--- src/rtl/fvg_pkg.sv ---
package fvg_pkg;
	// ----------------------------------------
	// timing
	// ----------------------------------------
	localparam int unsigned CLK_HZ       = 250_000_000;
	localparam int unsigned MS_PER_S     = 1000;
	localparam int unsigned MS_CYCLES    = CLK_HZ / MS_PER_S;
	localparam int unsigned RECHECK_MS   = 5000;
	localparam int unsigned ZERO_HOLD_MS = 5000;
	localparam int unsigned HEART_MS     = 2500;
	localparam int unsigned BLINK_1HZ_MS = MS_PER_S / 2;
	localparam int unsigned BLINK_2HZ_MS = MS_PER_S / 4;
	localparam int unsigned TMR_W        = 13;
	// ----------------------------------------
	// images and addressing
	// ----------------------------------------
	localparam int unsigned OUT_MAX    = 16;
	localparam int unsigned IN_MAX     = 16;
	localparam int unsigned IMG_MAX    = 50;
	localparam int unsigned OWN_DIAG   = 4;
	localparam int unsigned PART_MAX   = IMG_MAX - OWN_DIAG;
	localparam int unsigned LINK_ADDRS = 14;
	localparam int unsigned TYPE_W     = 2;
	localparam int unsigned ADDR_LIMIT = 63;
	localparam int unsigned ADDR_SPAN  = 64;
	localparam int unsigned TENS_MUL   = 10;
	// ----------------------------------------
	// supply limits in millivolt
	// ----------------------------------------
	localparam int unsigned VALVE_MIN_MV = 21600;
	localparam int unsigned VALVE_MAX_MV = 26400;
	localparam int unsigned ELEC_MIN_MV  = 19200;
	localparam int unsigned ELEC_MAX_MV  = 28800;
	// ----------------------------------------
	// switch bits and diagnosis bit positions
	// ----------------------------------------
	localparam int unsigned SW_BIT1         = 0;
	localparam int unsigned SW_BIT2         = 1;
	localparam int unsigned DIAG_LINK_ELEC  = 0;
	localparam int unsigned DIAG_LINK_VALVE = 1;
	localparam int unsigned DIAG_OWN_ELEC   = 2;
	localparam int unsigned DIAG_NO_PART    = 3;
	localparam int unsigned DIAG_ADDR_ERR   = 4;
	localparam int unsigned DIAG_CFG_CHG    = 5;
	localparam int unsigned DIAG_HEART      = 7;

	typedef enum logic [1:0] {
		FVG_FB_125 = 2'b00,
		FVG_FB_250 = 2'b01,
		FVG_FB_500 = 2'b10
	} fvg_fb_rate_t;

	typedef enum logic [2:0] {
		FVG_BOOT  = 3'b000,
		FVG_DISC1 = 3'b001,
		FVG_WAIT  = 3'b010,
		FVG_DISC2 = 3'b011,
		FVG_RUN   = 3'b100,
		FVG_DISCZ = 3'b101
	} fvg_state_t;
endpackage

--- src/rtl/fvg_gateway.sv ---
`timescale 1ns/10ps
module fvg_gateway
	import fvg_pkg::*;
#(
	parameter int unsigned MS_CYC = MS_CYCLES
)(
	// clock, reset, enable
	input  wire logic                         mclk_in,
	input  wire logic                         rst_n_in,
	input  wire logic                         ce_in,
	// configuration switches, on = 1
	input  wire logic [3:0]                   node_addr_tens_switch_in,
	input  wire logic [3:0]                   node_addr_ones_switch_in,
	input  wire logic [1:0]                   fieldbus_rate_switch_in,
	input  wire logic [3:0]                   link_mode_switch_in,
	// decoded configuration
	output logic [5:0]                        node_addr_out,
	output fvg_fb_rate_t                      fb_rate_out,
	output logic                              link_rate_250_out,
	output logic                              assembly_test_out,
	// fieldbus slave side
	input  wire logic                         fb_online_in,
	input  wire logic                         fb_allocated_in,
	input  wire logic                         fb_io_active_in,
	input  wire logic                         fb_pkt_timeout_in,
	input  wire logic                         fb_power_lost_in,
	input  wire logic                         fb_major_err_in,
	input  wire logic                         fb_out_wr_in,
	input  wire logic [3:0]                   fb_out_idx_in,
	input  wire logic [7:0]                   fb_out_data_in,
	input  wire logic [5:0]                   fb_in_idx_in,
	output logic [7:0]                        fb_in_data_out,
	input  wire logic                         param_req_in,
	output logic                              param_reject_out,
	// valve link side
	input  wire logic [3:0]                   link_out_idx_in,
	output logic [7:0]                        link_out_data_out,
	input  wire logic                         link_in_wr_in,
	input  wire logic                         link_in_is_diag_in,
	input  wire logic [5:0]                   link_in_idx_in,
	input  wire logic [7:0]                   link_in_data_in,
	output logic                              disc_start_out,
	input  wire logic                         disc_done_in,
	input  wire logic [LINK_ADDRS-1:0]        disc_present_in,
	input  wire logic [5:0]                   disc_in_len_in,
	input  wire logic [5:0]                   disc_diag_len_in,
	input  wire logic [LINK_ADDRS*TYPE_W-1:0] disc_types_in,
	input  wire logic                         disc_addr_err_in,
	// supply monitoring, millivolt readings at the link output port and of the own electronics supply
	input  wire logic [15:0]                  link_sens_mv_in,
	input  wire logic [15:0]                  link_valve_mv_in,
	input  wire logic [15:0]                  own_elec_mv_in,
	input  wire logic                         sens_short_in,
	input  wire logic                         valve_short_in,
	// leds, 1 = lit
	output logic                              supply_led_out,
	output logic                              status_led_out,
	output logic                              network_state_led_red_out,
	output logic                              run_led_green_out
);
	localparam int unsigned TW = LINK_ADDRS * TYPE_W;

	typedef struct packed {
		fvg_state_t                 st;
		logic [5:0]                 node_addr;
		fvg_fb_rate_t               fb_rate;
		logic                       link_250;
		logic                       asm_test;
		logic [OUT_MAX-1:0][7:0]    out_img;
		logic [PART_MAX-1:0][7:0]   in_img;
		logic [LINK_ADDRS-1:0]      ref_pres;
		logic [LINK_ADDRS-1:0]      cur_pres;
		logic [4:0]                 ref_in;
		logic [4:0]                 cur_in;
		logic [5:0]                 ref_dg;
		logic [5:0]                 cur_dg;
		logic [TW-1:0]              ref_ty;
		logic                       addr_err;
		logic                       cfg_chg;
		logic                       disc_seen;
		logic [TMR_W-1:0]           wait_ms;
		logic [TMR_W-1:0]           zero_ms;
		logic                       disc_start;
		logic [7:0]                 link_data;
		logic [7:0]                 fb_data;
		logic                       sup_led;
		logic                       sta_led;
		logic                       net_red;
		logic                       run_grn;
	} fvg_gw_st_t;

	fvg_gw_st_t q, d;
	logic       tick_ms;
	logic       b1;
	logic       b2;
	logic       hb;

	// ----------------------------------------
	// time bases
	// ----------------------------------------
	fvg_blink #(
		.MS_CYC (MS_CYC)
	) u_blink (
		.mclk_in       (mclk_in),
		.rst_n_in      (rst_n_in),
		.ce_in         (ce_in),
		.tick_ms_out   (tick_ms),
		.blink_1hz_out (b1),
		.blink_2hz_out (b2),
		.heart_out     (hb)
	);

	// ----------------------------------------
	// switch decode and discovery summary
	// ----------------------------------------
	logic [7:0]       sw_sum;
	logic [5:0]       addr_calc;
	fvg_fb_rate_t     rate_calc;
	logic [4:0]       in_cl;
	logic [5:0]       dg_cl;
	logic [5:0]       dg_room;
	logic             mismatch;
	logic             contig;
	logic             sens_bad;
	logic             valve_bad;
	logic             own_bad;
	logic             cfg_ok;
	logic             cfg_bad;
	logic [6:0]       total_len;
	logic [7:0]       diag0;
	logic [7:0]       diag1;
	logic [7:0]       diag2;
	logic [7:0]       diag3;
	logic [5:0]       part_idx;

	assign sw_sum    = 8'(node_addr_tens_switch_in) * 8'(TENS_MUL)
	                 + 8'(node_addr_ones_switch_in);
	assign addr_calc = (sw_sum > 8'(ADDR_LIMIT)) ? 6'(sw_sum - 8'(ADDR_SPAN))
	                 : sw_sum[5:0];
	// both bits on is not a listed setting, so it falls back to the default
	always_comb
	begin
		unique case ({fieldbus_rate_switch_in[SW_BIT2], fieldbus_rate_switch_in[SW_BIT1]})
			2'b01:   rate_calc = FVG_FB_500;
			2'b00:   rate_calc = FVG_FB_125;
			default: rate_calc = FVG_FB_250;
		endcase
	end

	// lengths clamped so the input image never passes its fifty bytes
	assign in_cl   = (disc_in_len_in > 6'(IN_MAX)) ? 5'(IN_MAX) : disc_in_len_in[4:0];
	assign dg_room = 6'(PART_MAX) - 6'(in_cl);
	assign dg_cl   = (disc_diag_len_in > dg_room) ? dg_room : disc_diag_len_in;
	assign mismatch = (disc_present_in != q.ref_pres) || (in_cl != q.ref_in)
	               || (dg_cl != q.ref_dg) || (disc_types_in != q.ref_ty);
	// participants are expected to fill addresses upward from one
	assign contig  = ((q.cur_pres + LINK_ADDRS'(1)) & q.cur_pres) == '0;

	assign sens_bad  = (link_sens_mv_in < 16'(ELEC_MIN_MV))
	                || (link_sens_mv_in > 16'(ELEC_MAX_MV));
	assign valve_bad = (link_valve_mv_in < 16'(VALVE_MIN_MV))
	                || (link_valve_mv_in > 16'(VALVE_MAX_MV));
	assign own_bad   = (own_elec_mv_in < 16'(ELEC_MIN_MV))
	                || (own_elec_mv_in > 16'(ELEC_MAX_MV));

	assign cfg_ok  = q.disc_seen && (q.cur_pres != '0) && !q.addr_err && !q.cfg_chg;
	assign cfg_bad = q.disc_seen && !cfg_ok;

	// ----------------------------------------
	// diagnosis header
	// ----------------------------------------
	assign total_len = 7'(OWN_DIAG) + 7'(q.cur_in) + 7'(q.cur_dg);
	always_comb
	begin
		diag0                  = 8'h00;
		diag0[DIAG_LINK_ELEC]  = sens_bad;
		diag0[DIAG_LINK_VALVE] = valve_bad;
		diag0[DIAG_OWN_ELEC]   = own_bad;
		diag0[DIAG_NO_PART]    = q.disc_seen && (q.cur_pres == '0);
		diag0[DIAG_ADDR_ERR]   = q.addr_err;
		diag0[DIAG_CFG_CHG]    = q.cfg_chg;
		diag1                  = {1'b0, total_len};
		diag1[DIAG_HEART]      = hb;
		diag2                  = q.cur_pres[7:0];
		diag3                  = {2'b00, q.cur_pres[LINK_ADDRS-1:8]};
	end
	assign part_idx = fb_in_idx_in - 6'(OWN_DIAG);

	// ----------------------------------------
	// next state
	// ----------------------------------------
	always_comb
	begin
		d = q;
		d.disc_start = 1'b0;
		// output image writes; the 4-bit index cannot reach past sixteen bytes
		if (fb_out_wr_in)
			d.out_img[fb_out_idx_in] = fb_out_data_in;
		// link data lands in its fixed place: inputs first, then diagnosis
		if (link_in_wr_in)
		begin
			if (!link_in_is_diag_in && (link_in_idx_in < 6'(q.cur_in)))
				d.in_img[link_in_idx_in] = link_in_data_in;
			else if (link_in_is_diag_in && (link_in_idx_in < q.cur_dg))
				d.in_img[6'(q.cur_in) + link_in_idx_in] = link_in_data_in;
		end
		// zero-image timer runs in every state, rechecks only act in run
		if (q.out_img != '0)
			d.zero_ms = '0;
		else if (tick_ms && (q.zero_ms != TMR_W'(ZERO_HOLD_MS)))
			d.zero_ms = q.zero_ms + TMR_W'(1);
		if (disc_done_in && (q.st != FVG_BOOT) && (q.st != FVG_WAIT) && (q.st != FVG_RUN))
		begin
			d.cur_pres  = disc_present_in;
			d.cur_in    = in_cl;
			d.cur_dg    = dg_cl;
			d.addr_err  = disc_addr_err_in;
			d.disc_seen = 1'b1;
		end
		if (q.disc_seen && q.cur_pres != '0 && !contig)
			d.addr_err = 1'b1;
		unique case (q.st)
			FVG_BOOT:
			begin
				// switches are caught once; later moves wait for a power cycle
				d.node_addr  = addr_calc;
				d.fb_rate    = rate_calc;
				d.link_250   = link_mode_switch_in[SW_BIT1];
				d.asm_test   = link_mode_switch_in[SW_BIT2];
				d.disc_start = 1'b1;
				d.st         = FVG_DISC1;
			end
			FVG_DISC1:
			begin
				if (disc_done_in)
				begin
					d.ref_pres = disc_present_in;
					d.ref_in   = in_cl;
					d.ref_dg   = dg_cl;
					d.ref_ty   = disc_types_in;
					d.wait_ms  = '0;
					d.st       = FVG_WAIT;
				end
			end
			FVG_WAIT:
			begin
				if (tick_ms)
				begin
					d.wait_ms = q.wait_ms + TMR_W'(1);
					if (q.wait_ms == TMR_W'(RECHECK_MS - 1))
					begin
						d.disc_start = 1'b1;
						d.st         = FVG_DISC2;
					end
				end
			end
			FVG_DISC2, FVG_DISCZ:
			begin
				if (disc_done_in)
				begin
					if (mismatch)
						d.cfg_chg = 1'b1;
					d.zero_ms = '0;
					d.st      = FVG_RUN;
				end
			end
			FVG_RUN:
			begin
				// data paths keep running while the recheck is under way
				if (q.zero_ms == TMR_W'(ZERO_HOLD_MS))
				begin
					d.disc_start = 1'b1;
					d.zero_ms    = '0;
					d.st         = FVG_DISCZ;
				end
			end
			default: d.st = FVG_BOOT;
		endcase
		// forwarded output bytes drop to zero on the clock after the fieldbus is lost
		d.link_data = fb_online_in ? q.out_img[link_out_idx_in] : 8'h00;
		// own header, then participant area, zero past the image length
		if (fb_in_idx_in == 6'd0)
			d.fb_data = diag0;
		else if (fb_in_idx_in == 6'd1)
			d.fb_data = diag1;
		else if (fb_in_idx_in == 6'd2)
			d.fb_data = diag2;
		else if (fb_in_idx_in == 6'd3)
			d.fb_data = diag3;
		else if (7'(part_idx) < (total_len - 7'(OWN_DIAG)))
			d.fb_data = q.in_img[part_idx];
		else
			d.fb_data = 8'h00;
		// a bad configuration outranks supply faults on the shared leds
		d.sup_led = cfg_bad ? b2
		          : (sens_bad || sens_short_in) ? b1
		          : (cfg_ok && !valve_bad);
		d.sta_led = cfg_bad ? b2
		          : (valve_bad || valve_short_in) ? b1
		          : (cfg_ok && !sens_bad);
		d.net_red = fb_major_err_in || (fb_pkt_timeout_in && b1);
		d.run_grn = !fb_major_err_in && !fb_pkt_timeout_in
		          && (fb_power_lost_in ? b1 : (fb_allocated_in && fb_io_active_in));
	end

	always_ff @(posedge mclk_in)
	begin
		if (!rst_n_in)
			q <= '0;
		else if (ce_in)
			q <= d;
	end

	// ----------------------------------------
	// outputs
	// ----------------------------------------
	assign node_addr_out             = q.node_addr;
	assign fb_rate_out               = q.fb_rate;
	assign link_rate_250_out         = q.link_250;
	assign assembly_test_out         = q.asm_test;
	assign fb_in_data_out            = q.fb_data;
	assign link_out_data_out         = q.link_data;
	assign disc_start_out            = q.disc_start;
	assign param_reject_out          = param_req_in;
	assign supply_led_out            = q.sup_led;
	assign status_led_out            = q.sta_led;
	assign network_state_led_red_out = q.net_red;
	assign run_led_green_out         = q.run_grn;
endmodule

--- src/rtl/fvg_blink.sv ---
`timescale 1ns/10ps
module fvg_blink
	import fvg_pkg::*;
#(
	parameter int unsigned MS_CYC = MS_CYCLES
)(
	// clock and reset
	input  wire logic mclk_in,
	input  wire logic rst_n_in,
	input  wire logic ce_in,
	// time bases
	output logic      tick_ms_out,
	output logic      blink_1hz_out,
	output logic      blink_2hz_out,
	output logic      heart_out
);
	localparam int unsigned PW = (MS_CYC > 1) ? $clog2(MS_CYC) : 1;

	typedef struct packed {
		logic [PW-1:0]    pre;
		logic             tick;
		logic [TMR_W-1:0] c1;
		logic [TMR_W-1:0] c2;
		logic [TMR_W-1:0] ch;
		logic             b1;
		logic             b2;
		logic             hb;
	} fvg_blink_st_t;

	fvg_blink_st_t q, d;

	// ----------------------------------------
	// millisecond prescaler and phase counters
	// ----------------------------------------
	// one shared ms tick keeps all flash phases coherent across leds
	always_comb
	begin
		d = q;
		d.tick = 1'b0;
		if (q.pre == PW'(MS_CYC - 1))
		begin
			d.pre  = '0;
			d.tick = 1'b1;
		end
		else
			d.pre = q.pre + PW'(1);
		if (q.tick)
		begin
			d.c1 = (q.c1 == TMR_W'(BLINK_1HZ_MS - 1)) ? '0 : q.c1 + TMR_W'(1);
			d.c2 = (q.c2 == TMR_W'(BLINK_2HZ_MS - 1)) ? '0 : q.c2 + TMR_W'(1);
			d.ch = (q.ch == TMR_W'(HEART_MS - 1)) ? '0 : q.ch + TMR_W'(1);
			if (q.c1 == TMR_W'(BLINK_1HZ_MS - 1))
				d.b1 = ~q.b1;
			if (q.c2 == TMR_W'(BLINK_2HZ_MS - 1))
				d.b2 = ~q.b2;
			if (q.ch == TMR_W'(HEART_MS - 1))
				d.hb = ~q.hb;
		end
	end

	always_ff @(posedge mclk_in)
	begin
		if (!rst_n_in)
			q <= '0;
		else if (ce_in)
			q <= d;
	end

	assign tick_ms_out   = q.tick;
	assign blink_1hz_out = q.b1;
	assign blink_2hz_out = q.b2;
	assign heart_out     = q.hb;
endmodule

--- config.mk ---
export PLATFORM = sky130hd
export DESIGN_NAME = fvg_gateway
export DESIGN_NICKNAME = d
export VERILOG_FILES = /design/src/rtl/fvg_pkg.sv /design/src/rtl/fvg_gateway.sv /design/src/rtl/fvg_blink.sv
export SDC_FILE = /design/constraint.sdc
export NUM_CORES = 2
export LEC_CHECK = 0
export BUFFER_PORTS_ARGS = -buffer_cell sky130_fd_sc_hd__buf_2
export CAP_MARGIN = 30
export CORE_MARGIN = 2
export CORE_UTILIZATION = 27
export CTS_CLUSTER_DIAMETER = 60
export DETAILED_ROUTE_END_ITERATION = 12
export RECOVER_POWER = 50
export SETUP_SLACK_MARGIN = 0.5
export SLEW_MARGIN = 20
export SYNTH_ARGS = -nofsm -noshare
export SYNTH_HDL_FRONTEND = slang
export SYNTH_HIERARCHICAL = 1
export SYNTH_SLANG_ARGS = --single-unit
--- constraint.sdc ---
create_clock -name mclk_in -period 9 [get_ports mclk_in]
set_clock_uncertainty 0.05 [all_clocks]
set_input_delay 0.9 -clock mclk_in [delete_from_list [all_inputs] [get_ports mclk_in]]
set_output_delay 0.9 -clock mclk_in [all_outputs]
set_load 0.05 [all_outputs]
Yosys cells after proc, flatten, opt, wreduce, memory -nomap -nowiden
Index checks and enable logic that the tools add are counted.

Flip-flop bits (word level): 698. Output and inout bits: 32.

$add $sub $neg: 15. $mul: 1. $lt $le $gt $ge: 20. Equality and inequality tests: 27. Muxes and demuxes: 54. Bitwise gates (word level): 4. Reductions and logical operators: 64.

Operators by type and width (count): 368-bit bitwise mux (2); 368-bit 2-to-1 mux (2); 128-bit bitwise mux (1); 128-bit nonzero test (1); 13-bit 2-to-1 mux (8); 8-bit demux with 6-bit select (2); 8-bit 2-to-1 mux (11); 13-bit by 1-bit adder with 13-bit output (second input constant) (5); 13-bit case mux with 2 select lines (2); 8-bit binary-select mux with 6-bit select (1); 16-bit by 15-bit greater-than comparator with 1-bit output (second input constant) (3); 16-bit by 15-bit < comparator with 1-bit output (second input constant) (3); 8-bit binary-select mux with 4-bit select (1); 8-bit demux with 4-bit select (1); 14-bit logical NOT (2); 28-bit != test (1); 13-bit == test (second input constant) (2); 1-bit logical AND (21); 6-bit by 7-bit < comparator with 1-bit output (second input constant) (3); 18-bit by 1-bit adder with 18-bit output (second input constant) (1); 18-bit == test (second input constant) (1); 18-bit 2-to-1 mux (1); 3-bit 2-to-1 mux (5); 3-bit case mux with 5 select lines (1); other kinds (57) (104).

Depth between registers and ports, before layout
Word-level depth: 9. Depth in mapped cells: 17. Mapped depth without buffers: 17.

Modules after synthesis
The synthesis kept the hierarchy.

Modules (own cells, without submodules): fvg_gateway (times used 1, cells each 3159, area an instance 31001.0 um2, seq. area each 12752.2 um2); fvg_blink (times used 1, cells each 315, area an instance 2765.2 um2, seq. area each 1221.2 um2).

Worst setup path before layout
OpenSTA, ideal clock, no wires.

Kind: input -> register. Start: in fb_in_idx_in[2]. End: reg q, in the netlist fb_in_data_out[4]. Library setup time: 0.115 ns. Data arrival time: 3.930 ns. Required time: 8.835 ns. Path slack: 4.905 ns. Stages on the path: 15. Buffers on the path: 3. Path through: inv_1 -> ha_1 -> clkbuf_1 -> inv_2 -> buf_2 -> clkbuf_1 -> ha_1 -> o21ai_0 -> o21bai_1 -> a31oi_1 -> a2111oi_1 -> a21oi_1 -> a21oi_1 -> nor3_1 -> o21a_1.

Word-level cells in the longest chain between the ends: 8. Elaborated cells on any way between the ends: 13.

RTL lines: start: declaration (line fvg_gateway.sv:31) `input wire logic [5:0] fb_in_idx_in,`; 6-bit by 3-bit subtractor with 6-bit output (line fvg_gateway.sv:187) `assign part_idx = fb_in_idx_in - 6'(OWN_DIAG);`; 8-bit binary-select mux with 6-bit select (line fvg_gateway.sv:291) `d.fb_data = q.in_img[part_idx];`; 8-bit 2-to-1 mux (implied by the code) (line fvg_gateway.sv:291); 8-bit 2-to-1 mux (line fvg_gateway.sv:290) `else if (7'(part_idx) < (total_len - 7'(OWN_DIAG)))`; 8-bit 2-to-1 mux (line fvg_gateway.sv:288) `else if (fb_in_idx_in == 6'd3)`; 8-bit 2-to-1 mux (line fvg_gateway.sv:286) `else if (fb_in_idx_in == 6'd2)`; 8-bit 2-to-1 mux (line fvg_gateway.sv:284) `else if (fb_in_idx_in == 6'd1)`; 8-bit 2-to-1 mux (*) (line fvg_gateway.sv:282) `if (fb_in_idx_in == 6'd0)`; end signal: assignment (line fvg_gateway.sv:309) `q <= '0;`; end signal: assignment (line fvg_gateway.sv:311) `q <= d;`; end: declaration (line fvg_gateway.sv:92) `fvg_gw_st_t q, d;`.

Mark *: on every way between the ends. The rest lies on a longest branch, timed or not. The select of a mux whose other input is x is not followed. A chain may end at the register's enable or synchronous reset.

==> results.txt <==
- The run finished, with violations left.
- The final reports fail on capacitance limit, slew limit.
- Highest-count cells in the layout ignoring fill and taps: dfxtp_1 (698), nand2_1 (547), mux2i_1 (511)
- Clock latency on the worst-skew pair, taken at its later pin, is between 0.6 and 0.7 ns.
* Hold endpoint: node_addr_out[1]
- Sequential share of power: 0.444
- Number of antenna violations at the first check in global routing: 15
- The worst hold path was traced through 2 stages.
- The number of global-route vias before repair was around 25000.
* Total Routing Usage GR: 0.142
- Final HPWL from detailed placement: ~63 mm
- In this run the deepest clock path goes through 3 buffers.
* Register-to-register setup slack: 4.91 ns
* Unrepaired setup endpoints after global routing: no
* Highest clock rate: 177 MHz
- Clock Power Share: 0.481
* Synthesis warning total: 6
* Post-synthesis sequential element count: roughly 700
- Counting every sink on the clock net gives about 700.
- WP data arrival: 6.16 ns
- Of the total power, the share spent switching nets is 0.249.
- Level count of the clock H-tree: 3
- The share of the Yosys chip area taken by registers is 0.414.
- The final route contains approximately 26000 vias.
* Share of layout cells above drive strength 1: 0.148
- Dividing the detail-routed via count by the number of cells gives around 4.9.
- After clock tree synthesis, the repair step resized 0 gates.
* Post-synth EDFFs: 0
- Top-level port count: 201
- The final number of hold-violating endpoints came to 0.
- Data on the critical path is required at its endpoint by 9.49 ns.
- DRT iter0 DRCs: between 2000 and 2500
* Adder-Cell Fraction of Synth Area: 0.0214
- In this run the mean area of a mapped cell was ~9.7 um2.
- The worst register-to-register path begins at q[91].
- Part of the total power dissipated in combinational logic: 0.075
- Residual DRC count: 0
* Area fraction in compound gates after synthesis: 0.0636
* Rel. slew slack: -0.851
- For this run, the detailed router's first-pass iteration total came to 5.
- At the pin with the least slew margin, the transition time is around 2.8 ns.
- Main combinational cell family by area after synthesis: multiplexers
- Post-detailed-route wirelength per cell: between 15 and 20 um
* End of the worst register-to-register path: fb_in_data_out[4]
- Placeable core area: between 100000 and 150000 um2
- Static Leakage: ~14 nW
* Count of port buffers added during placement: about 200
- Worst vdd rail ir drop: ~0.00014 V
- Leaving out fill and tap cells, the most frequent cell in the layout is dfxtp_1.
- Inserted Clock Buffers: slightly above 80
- The cell count after synthesis came out at ~3500.
* Number of hold buffers added after cts: 0
* Power density of the placed cells: between 150 and 200 nW/um2
* Chip width: between 300 and 400 um
- Number of buffers added for setup after CTS: 0
* Fraction of synthesized area in multiplexers: 0.246
* Fraction of the cycle the final worst path needs: 0.629
- CTS placed an instance of clkbuf_16 at the clock tree root.
- Placed Area: 36100 um2
- Switching power summed over all nets: 1.76 mW
- GRT Residual Overflow: 0
- Number of max-slew violations in the final report: roughly 130
- STA classifies the critical path startpoint as an input port.
- First-pass GRT wire length: 144 mm
- The congestion estimate from routability-driven global placement came to 0.848.
- Relative to the synthesized area, the layout overhead comes to 14.8%.
* Count of different cell masters after synthesis: just over 90
- The die covers 128000 um2.
- Cell internal power was estimated by the tool at approximately 5.3 mW.
- Including well taps, the total number of placed cells is ~5100.
- Maximum fanout encountered on the critical timing path: 56
- The critical path is of the input port to flip-flop type.
- Counting I/O delays and the setup requirement, the final critical path takes 5.66 ns.
- For this block, the routed nets add up to around 94 mm of wire.
* Startpoint of the worst hold path: node_addr_out[1]
* Count of max-cap constraint violations: 3
- Adding up every negative setup slack in the final design gives 0 ns.
* Hold slack: 0.401 ns
* Row cnt: around 130
* Clock-pin slew reported for the worst setup and hold paths after clock tree synthesis: roughly 0.050 ns
* Overall die height: approximately 360 um
- With fillers left out, the area of the finished cells amounts to about 39000 um2.
* Final number of setup-violating endpoints: 0
- The cell area that synthesis handed to floorplanning was about 34000 um2.
- Primary FF master, synth: dfxtp_1
* Number of nets still failing antenna checks after routing: 0
* Post-layout instance count excluding filler cells: between 5000 and 6000
* Worst Reg-to-Reg Cells: 15
- Xor-xnor portion of the synthesized cell area: 0.0366
- For this configuration, the core starts out at a cell density of 0.272.
- The number of nets handed over by synthesis was approximately 3700.
* Crit path capture type: flip-flop
- Total power after layout: just over 7 mW
- Class of the tightest hold or removal check: flip-flop to flip-flop
* Nets: around 3800
- Simple-gate area share of the yosys netlist: 0.181
- TritonCTS built the clock tree.
* Async set or reset register ratio after synthesis: 0
- Pin count of the biggest net entering global routing: around 160
## critical path, stage by stage
cell      delay (ns)
buf_2           0.08
clkbuf_1        1.94
nand2b_1        0.60
nor2_4          0.23
clkbuf_1        1.94
nand2_1         0.16
a21oi_1         0.21
## through the flow
step | worst slack [ns] | util
final | 3.34 | 0.313
after detailed placement | 4.08 | 0.291
after global routing | 2.94 | 0.313
after CTS | 4.56 | 0.314
after floorplan | 4.91 | -
after global placement | 4.08 | 0.290
## state kept, by name, summed over array words and instances, names as in the netlist, 2 cells and up
register           flops
diag3                  6
diag0                  2
diag2                  8
q                    590
fb_in_data_out         8
node_addr_out          6
u_blink/q             57
fb_rate_out            2
link_out_data_out      8
## worst max path at each step
stage                     from                end  cells after the start
2_1_floorplan  fb_in_idx_in[2]  fb_in_data_out[4]                     15
3_3_place_gp   fb_in_idx_in[2]  fb_in_data_out[4]                     14
3_5_place_dp   fb_in_idx_in[2]  fb_in_data_out[4]                     15
4_1_cts                  q[91]  fb_in_data_out[4]                     16
5_1_grt                  ce_in              q[50]                      7
6_report                 ce_in              q[53]                      7
## kinds of logic (layout without fill, tap and decap cells)
group / after synthesis / after routing
AOI/OAI and AO/OA: 326 / 326
and+or+nand+nor: 1308 / 1308
DFF: 698 / 698
xor gates and xnor gates: 141 / 141
buffers and inverters: 288 / 434
muxes: 657 / 657
adders and majority gates: 56 / 56
other: 0 / 5
## synth_stat cells (11+ instances only)
cell      count  area share
dfxtp_1     698        0.41
nand2_1     547       0.061
mux2i_1     511        0.15
nor2_1      380       0.042
clkbuf_1    176       0.020
mux4_2      138       0.092
a21oi_1     136       0.020
xnor2_1      76       0.020
xor2_1       65       0.017
nand3_1      61      0.0090
nor4_1       58       0.011
ha_1         53       0.020
nand4_1      50      0.0093
inv_1        46      0.0051
buf_4        38      0.0084
o21ai_0      38      0.0056
nor2b_1      32      0.0059
nor3_1       26      0.0039
a31oi_1      22      0.0041
and3_1       19      0.0035
a22oi_1      16      0.0036
a211oi_1     15      0.0033
buf_2        15      0.0022
or3_1        15      0.0028
nand2b_1     14      0.0026
and2_1       13      0.0024
nor3_4       11      0.0053
or4_1        11      0.0024
## area by class of cell
| cell class | count | area [um2] |
|---|---|---|
| clock buffers | 118 | 2450 |
| well taps | 1637 | 2050 |
| diodes | 5 | 12.5 |
| inverters | 48 | 188 |
| repair buffers | 238 | 1270 |
| fillers | 12739 | 85200 |
| flip-flops and latches | 698 | 14000 |
| clock inverters | 30 | 348 |
| multi-input cells | 2488 | 18500 |
## power groups by stage
stage / Combinational [mW] / Clock, mW / Sequential [mW]
2_1_floorplan: 0.359 / 0 / 3.20
3_3_place_gp: 0.527 / 0 / 3.20
3_5_place_dp: 0.534 / 0 / 3.20
4_1_cts: 0.536 / 3.47 / 3.13
5_1_grt: 0.574 / 3.60 / 3.14
6_report: 0.529 / 3.39 / 3.13
## routing by layer
metal  part of all wire  routed length [um]  track usage  up-vias
li1                   -                   -            -    12432
met3              0.077                7200       0.0385      151
met1               0.45               42200        0.187    12523
met2               0.45               41900        0.226      682
met4              0.025                2330       0.0456       18
met5             0.0012                 116            0        -
No activity file was read; power rests on OpenSTA's default activity.
